**src/verilog/vosm_pkg.sv**
```systemverilog
// Constants for the virtual output status map
package vosm_pkg;

  // Request function codes
  localparam logic [7:0] FC_READ_COILS = 8'h01;
  localparam logic [7:0] FC_READ_DISCRETE = 8'h02;
  localparam logic [7:0] FC_READ_HOLDING = 8'h03;
  localparam logic [7:0] FC_READ_INPUT = 8'h04;

  // Exception codes returned on a refused request
  localparam logic [7:0] EXC_ILLEGAL_FUNC = 8'h01;
  localparam logic [7:0] EXC_ILLEGAL_ADDR = 8'h02;

  // Image sizes
  localparam int NUM_OUTPUTS = 256;
  localparam int WORD_BITS = 16;
  localparam int BASIC_OUTPUTS = 64;
  localparam int BASIC_WORDS = 4;
  localparam int EXT_WORDS = 16;

  // Zero-based word addresses, reference number minus one
  localparam logic [15:0] ADDR_OUT_WORDS = 16'h0000;
  localparam logic [15:0] ADDR_FAULT_WORDS = 16'h0004;
  localparam logic [15:0] ADDR_EXT_OUT_WORDS = 16'h0384;
  localparam logic [15:0] ADDR_EXT_FAULT_WORDS = 16'h0394;

  // Zero-based bit addresses for discrete inputs and coils
  localparam logic [15:0] ADDR_OUT_BITS = 16'h0000;
  localparam logic [15:0] ADDR_EXT_OUT_BITS = 16'h03e8;
  localparam logic [15:0] ADDR_EXT_FAULT_BITS = 16'h07d0;

  // Printed reference numbers of the basic words
  localparam logic [15:0] REF_OUTPUTS_1_TO_16 = 16'h7531;
  localparam logic [15:0] REF_OUTPUTS_17_TO_32 = 16'h7532;
  localparam logic [15:0] REF_OUTPUTS_33_TO_48 = 16'h7533;
  localparam logic [15:0] REF_OUTPUTS_49_TO_64 = 16'h7534;
  localparam logic [15:0] REF_FAULTS_1_TO_16 = 16'h7535;
  localparam logic [15:0] REF_FAULTS_17_TO_32 = 16'h7536;
  localparam logic [15:0] REF_FAULTS_33_TO_48 = 16'h7537;
  localparam logic [15:0] REF_FAULTS_49_TO_64 = 16'h7538;

  // Answer latency in clock cycles
  localparam int ANSWER_CYCLES = 1;

  typedef struct packed {
    logic rsp_valid;
    logic rsp_err;
    logic [7:0] rsp_exc;
    logic [15:0] rsp_data;
  } vosm_state_t;

endpackage : vosm_pkg

```
**src/verilog/vosm_status_map.sv**
```systemverilog
// Read-only status image of the virtual outputs and their fault flags
//
// Contract
// First eight words hold outputs 1-64 and faults
// Function 04 returns these words as input registers
// Function 03 returns identical holding register values
// Lowest output in bit 0, highest in 15
// Outputs 1-64 map to words one to four
// Faults 1-64 map to words five to eight
// Outputs 1-64 also discrete inputs and coils
// All 256 outputs as contiguous discrete inputs
// All 256 outputs packed into sixteen words
// All 256 faults as contiguous discrete inputs
// All 256 faults packed into sixteen words
// Last extended word carries outputs 241-256
// Reads never alter any status or flag
`timescale 1ns/100ps

module vosm_status_map (
  // Clock and reset
  input wire logic clk,
  input wire logic nrst,
  // Status sources, same clock domain
  input wire logic [255:0] vo_state,
  input wire logic [255:0] vo_fault,
  // Read request from the protocol engine
  input wire logic req_valid,
  input wire logic [7:0] req_func,
  input wire logic [15:0] req_addr,
  // Answer
  output logic rsp_valid,
  output logic rsp_err,
  output logic [7:0] rsp_exc,
  output logic [15:0] rsp_data
);

  vosm_pkg::vosm_state_t s_q;
  vosm_pkg::vosm_state_t s_d;

  // Sixteen consecutive outputs, lowest numbered in bit 0
  function automatic logic [15:0] word_of(input logic [255:0] v,
                                          input logic [3:0] idx);
    word_of = v[idx*vosm_pkg::WORD_BITS +: vosm_pkg::WORD_BITS];
  endfunction : word_of

  // True when a lies in [lo, lo+n)
  function automatic logic in_range(input logic [15:0] a,
                                    input logic [15:0] lo,
                                    input int n);
    in_range = (a >= lo) && ({16'h0000, a} < ({16'h0000, lo} + 32'(n)));
  endfunction : in_range

  logic [15:0] off_ow;
  logic [15:0] off_fw;
  logic [15:0] off_xow;
  logic [15:0] off_xfw;
  logic [15:0] off_xob;
  logic [15:0] off_xfb;

  assign off_ow = req_addr - vosm_pkg::ADDR_OUT_WORDS;
  assign off_fw = req_addr - vosm_pkg::ADDR_FAULT_WORDS;
  assign off_xow = req_addr - vosm_pkg::ADDR_EXT_OUT_WORDS;
  assign off_xfw = req_addr - vosm_pkg::ADDR_EXT_FAULT_WORDS;
  assign off_xob = req_addr - vosm_pkg::ADDR_EXT_OUT_BITS;
  assign off_xfb = req_addr - vosm_pkg::ADDR_EXT_FAULT_BITS;

  // Pure decode of live inputs: nothing is latched or cleared by a read
  always_comb begin
    s_d = s_q;
    s_d.rsp_valid = req_valid;
    s_d.rsp_err = 1'b0;
    s_d.rsp_exc = 8'h00;
    s_d.rsp_data = 16'h0000;
    if (req_valid) begin
      case (req_func)
        // Both register views share one decode so they cannot diverge
        vosm_pkg::FC_READ_INPUT,
        vosm_pkg::FC_READ_HOLDING: begin
          if (in_range(req_addr, vosm_pkg::ADDR_OUT_WORDS,
                       vosm_pkg::BASIC_WORDS)) begin
            s_d.rsp_data = word_of(vo_state, off_ow[3:0]);
          end else if (in_range(req_addr, vosm_pkg::ADDR_FAULT_WORDS,
                                vosm_pkg::BASIC_WORDS)) begin
            s_d.rsp_data = word_of(vo_fault, off_fw[3:0]);
          end else if (in_range(req_addr, vosm_pkg::ADDR_EXT_OUT_WORDS,
                                vosm_pkg::EXT_WORDS)) begin
            s_d.rsp_data = word_of(vo_state, off_xow[3:0]);
          end else if (in_range(req_addr, vosm_pkg::ADDR_EXT_FAULT_WORDS,
                                vosm_pkg::EXT_WORDS)) begin
            s_d.rsp_data = word_of(vo_fault, off_xfw[3:0]);
          end else begin
            s_d.rsp_err = 1'b1;
            s_d.rsp_exc = vosm_pkg::EXC_ILLEGAL_ADDR;
          end
        end
        vosm_pkg::FC_READ_DISCRETE: begin
          if (in_range(req_addr, vosm_pkg::ADDR_OUT_BITS,
                       vosm_pkg::BASIC_OUTPUTS)) begin
            s_d.rsp_data = {15'h0000, vo_state[req_addr[5:0]]};
          end else if (in_range(req_addr, vosm_pkg::ADDR_EXT_OUT_BITS,
                                vosm_pkg::NUM_OUTPUTS)) begin
            s_d.rsp_data = {15'h0000, vo_state[off_xob[7:0]]};
          end else if (in_range(req_addr, vosm_pkg::ADDR_EXT_FAULT_BITS,
                                vosm_pkg::NUM_OUTPUTS)) begin
            s_d.rsp_data = {15'h0000, vo_fault[off_xfb[7:0]]};
          end else begin
            s_d.rsp_err = 1'b1;
            s_d.rsp_exc = vosm_pkg::EXC_ILLEGAL_ADDR;
          end
        end
        vosm_pkg::FC_READ_COILS: begin
          // Coils are a read-only echo of the state; no write path exists
          if (in_range(req_addr, vosm_pkg::ADDR_OUT_BITS,
                       vosm_pkg::BASIC_OUTPUTS)) begin
            s_d.rsp_data = {15'h0000, vo_state[req_addr[5:0]]};
          end else begin
            s_d.rsp_err = 1'b1;
            s_d.rsp_exc = vosm_pkg::EXC_ILLEGAL_ADDR;
          end
        end
        default: begin
          s_d.rsp_err = 1'b1;
          s_d.rsp_exc = vosm_pkg::EXC_ILLEGAL_FUNC;
        end
      endcase
    end
  end

  always_ff @(posedge clk or negedge nrst) begin
    if (!nrst) begin
      s_q <= '0;
    end else begin
      s_q <= s_d;
    end
  end

  assign rsp_valid = s_q.rsp_valid;
  assign rsp_err = s_q.rsp_err;
  assign rsp_exc = s_q.rsp_exc;
  assign rsp_data = s_q.rsp_data;
endmodule : vosm_status_map
```
**config.mk**
```make
export PLATFORM = sky130hd
export DESIGN_NAME = vosm_status_map
export DESIGN_NICKNAME = d
export VERILOG_FILES = /design/src/verilog/vosm_pkg.sv /design/src/verilog/vosm_status_map.sv
export SDC_FILE = /design/constraint.sdc
export NUM_CORES = 1
export LEC_CHECK = 0
export BUFFER_PORTS_ARGS = -buffer_cell sky130_fd_sc_hd__buf_2
export CORE_AREA = 8 8 211 213
export CTS_CLUSTER_DIAMETER = 80
export CTS_CLUSTER_SIZE = 16
export DETAILED_ROUTE_END_ITERATION = 8
export DIE_AREA = 0 0 219 221
export PLACE_DENSITY = 0.49
export SETUP_SLACK_MARGIN = 0.2
export SLEW_MARGIN = 20
export SYNTH_ARGS = -nofsm -noshare
export SYNTH_HDL_FRONTEND = slang
export SYNTH_SLANG_ARGS = --single-unit
```
**constraint.sdc**
```tcl
create_clock -name clk -period 0.9 [get_ports clk]
set_input_delay 0.045 -clock clk [delete_from_list [all_inputs] [get_ports clk]]
set_output_delay 0.045 -clock clk [all_outputs]
set_load 0.1 [all_outputs]
```
[After elaboration in Yosys (flattened, before gate mapping)]
Cells that the tools add are included.
Word-level totals
  register bits: 26
  input bits: 539
  output and inout bits: 26
Cells by class
  add/subtract/negate cells: 5
  $lt $le $gt $ge: 16
  eq/ne operators: 4
  shifts and indexed selects: 4
  muxes and demuxes: 25
  reduce and logical (&&, ||, !) cells: 8
Operators by type and width (number)
  indexed part select 256 x 9 -> 16 bit: 4
  2-to-1 mux 9 bit: 8
  2-to-1 mux 16 bit: 4
  >= comparator 16 x 10 -> 1 bit, second input constant: 3
  case mux 16 bit (3 select lines): 1
  less-than comparator 16 x 10 -> 1 bit, second input constant: 2
  case mux 9 bit (3 select lines): 1
  2-to-1 mux 25 bit: 1
  less-than comparator 8 x 9 -> 1 bit, second input constant: 2
  binary-select mux 1 bit (select 8 bit): 2
  == test 8 x 2 -> 1 bit, second input constant: 2
  >= comparator 16 x 1 -> 1 bit, second input constant: 1
  >= comparator 16 x 11 -> 1 bit, second input constant: 1
  >= comparator 16 x 3 -> 1 bit, second input constant: 1
  less-than comparator 16 x 11 -> 1 bit, second input constant: 1
  less-than comparator 16 x 12 -> 1 bit, second input constant: 1
  less-than comparator 16 x 3 -> 1 bit, second input constant: 1
  less-than comparator 16 x 4 -> 1 bit, second input constant: 1
  less-than comparator 16 x 7 -> 1 bit, second input constant: 1
  subtractor 8 bit, second input constant: 2
  subtractor 4 x 3 -> 4 bit, second input constant: 3
  less-than comparator 6 x 9 -> 1 bit, second input constant: 1
  == test 8 x 1 -> 1 bit, second input constant: 1
  == test 8 x 3 -> 1 bit, second input constant: 1
  4 further kinds: 16

[Logic depth before layout (Yosys ltp)]
  depth in word-level cells: 8
  depth in mapped cells: 14
  gate-level depth less buffers: 10

[Worst setup path before layout]
Ideal clock, no wire load.
  kind: input to register
  start: input port req_addr[2]
  end: register s_q, in the netlist rsp_data[0]
  arrival time: 2.908 ns
  path slack: -2.134 ns
  stages on the path: 12
  path buffers: 3
  cell sequence: clkinv_1 > buf_1 > clkbuf_1 > buf_2 > ha_1 > nor2b_1 > a31oi_1 > nand3_1 > mux2_2 > a22oi_1 > nor2b_1 > o311a_1
RTL lines
  from (decl): line vosm_status_map.sv:29  | input wire logic [15:0] req_addr,
  to (signal assigned): line vosm_status_map.sv:131  | s_q <= '0;
  to (signal assigned): line vosm_status_map.sv:133  | s_q <= s_d;
  to (decl): line vosm_status_map.sv:37  | vosm_pkg::vosm_state_t s_q;

==> metrics.cfg <==
[outcome]
status=finished, violations left
violations=negative setup slack

[placed_design]
dp_hpwl_um=61300
place_inst=2126
dp_slack_ns=-2.14
globalplace.congestion=0.971
io_buffers=558

[setup_path]
cp-end-kind=register
path_max_fanout=5
max_stage_delay_ns=0.51
crit_chain=bufbuf_16 -> mux4_2 -> mux4_2 -> or4_4 -> o41ai_2 -> a2111oi_2 -> a221oi_4 -> a211oi_2 -> o311a_1
slowest_stage=mux4_2
setup.worst_path.class=in2reg
crit_arrival_ns=2.69
crit_path_frequent_cell=mux4_2
cp-start-kind=input port
cp.required_ns=1.06

[clock_network]
clockRootBuffer=clkbuf_16
cts.clk_slew.worst_paths_ns=0.07
cts_tree=built
htree_levels=1
cts_made_buffers=3
cts.sinks=20
clockBufferDepth=2

[floorplan]
row_count=75
die_area_mm2=0.0484
ios=565
die_w_um=219
die_h_um=221
core_area_mm2=0.0413
start_util_pct=24.7

[synthesis]
synth_area_leaders=mux4_2 61%, mux2i_1 6.1%, dfrtp_1 4.9%
avgSynthCellArea_um2=12.8
ys_seq_elements=20
synth_top_cell_area_share_pct=61.0
ys.flop_type=dfrtp_1
yosysWarnings=0
ys_seq_area_share_pct=4.91
synthArstFlopShare_pct=100
yosys-top-cells-count=276 x mux4_2, 62 x mux2i_1, 42 x nor2_1, 33 x buf_2, 30 x nand2_1
netlist_instances=794
syn_area_mm2=0.0102
yosys.cell_types.count=64
synth-edff-count=0
yosysMostFrequentCell=mux4_2
yosysTopAreaCell=mux4_2

[detailed_routing]
drc=0
vias=12746
drtIter0Drc=1041
dr.pass1.iters=5
drt-vias-per-instance=5.80
drt-total-wl_um=71300
postRouteAntennaNets=0
wl_per_cell_um=32.4

[cells_and_area]
n_fill_cell=4017
fin_cells=2198
final_net_count=2199
drive_above_1_share_pct=80.5
area_delta_synth_final_pct=74.2

[sta]
post-route-period-util_pct=281
fin_ws_ns=-1.63
rsz0062_at_grt=true
finalHoldViolations=0
period_needed_ns=2.53
drv_slew=0
tightest_slew_ns=0.685
fmax_mhz=395
slew_headroom_pct=54.0
setup_viol=31
setup_tns_ns=-24.51

[power]
ir_worst_vdd_mv=0.615
leakage_nw=7.80
pwr-share-seq_pct=7.6
p_clk_share_pct=11.0
cellInternalPower_mw=7.13
comb_power_share_pct=81.5
p_sw_mw=4.94
sw_frac_of_total_pct=40.9
power.density_mw_per_mm2=680

[global_routing]
grt_pass1_vias=13796
grt_use_total_pct=28.2
antenna_found_initial=22
grt_max_degree=29
grt_pass1_wl_um=100000
overflow=0

[flow_run]
max_cap_violations=0

[worst_hold_path]
hold_path.class=in2reg

## per-layer routing
layer	GRT usage [%]	wire (µm)
met4	5.79	1530
met1	35.0	27000
met2	49.8	36400
met5	0	105
met3	5.93	6200
## flip-flops by register name, summed over array words and instances, names as in the netlist
name,flops
rsp_valid,1
rsp_data,16
rsp_err,1
rsp_exc,2
## worst max-delay path, delay by kind of cell
kind            cells  cell delay [ns]
mux                 2             1.02
compound gates      5             0.94
simple gates        1             0.43
buf+inv             1             0.26
## timing repair
| item | 4_1_cts | 5_1_grt |
|---|---|---|
| gates resized for setup | 132 | 31 |
| cloned | 11 | 0 |
| endpoints found under the setup margin | 39 | 39 |
| endpoints found under the hold margin | 20 | 0 |
| setup buffers | 29 | 18 |
| hold buffers | 1 | 0 |
| pin swaps | 24 | 21 |
## final cells by class
cell class                 instances  area [µm²]  area share (%)
antenna                            9        22.5           0.127
clock buffer                       3        75.1           0.423
clock inverter                     1        30.0           0.169
inverter                          10        38.8           0.218
multi-input combinational        665        9430            53.1
sequential                        20         524            2.95
tap                              539         674            3.80
timing repair buffer             951        6960            39.2
## path summary, 6_finish.rpt
check	end	cells past startpoint	from	slack, ns
min in group asynchronous	rsp_data[4]	3	nrst	0.25
max in group asynchronous	rsp_data[12]	3	nrst	0.46
min	rsp_valid	2	req_valid	0.1
max	rsp_data[0]	9	req_addr[0]	-1.63
## layout by cell type (no fill, tap or decap), drive strengths merged, types with 11 or more instances in the layout
| master | count |
|---|---|
| nor2 | 42 |
| mux4 | 281 |
| nor4 | 13 |
| nand2 | 30 |
| a22oi | 21 |
| buf | 948 |
| o22ai | 26 |
| nand3 | 11 |
| dfrtp | 20 |
| mux2 | 22 |
| o21ai | 18 |
| a21oi | 14 |
| mux2i | 62 |
| nor2b | 11 |
## per-stage QoR
step / hold slack (ns) / total power, mW / util (%) / instance area, µm²
2_1_floorplan: -0.251 / 5.46 / - / 10500
3_3_place_gp: -0.00275 / 9.86 / 39.4 / 16300
4_1_cts: 0.0975 / 11.9 / 42.3 / 17500
3_5_place_dp: 0.00394 / 9.89 / 39.4 / 16300
6_report: 0.0986 / 12.1 / 43.0 / 17800
5_1_grt: 0.0941 / 12.5 / 43.0 / 17800
## power by group through the flow
| stage | clock network, mW | logic (mW) | registers (mW) |
|---|---|---|---|
| after floorplan | 0 | 4.48 | 0.981 |
| after global placement | 0 | 8.92 | 0.933 |
| after detailed placement | 0 | 8.95 | 0.933 |
| after CTS | 1.35 | 9.65 | 0.915 |
| after global routing | 1.35 | 10.3 | 0.915 |
| final | 1.32 | 9.84 | 0.915 |
## logic make-up after synthesis
logic type | synth area share (%)
multiplexers | 70.8
AND/OR/NAND/NOR | 7.09
AO/OA/AOI/OAI | 9.09
buffers and inverters | 6.12
flip-flops | 4.91
XOR/XNOR | 0.859
adder cells (fa/ha/maj) | 1.10
other | 0.0368
Power figures use the tool's default switching activity.
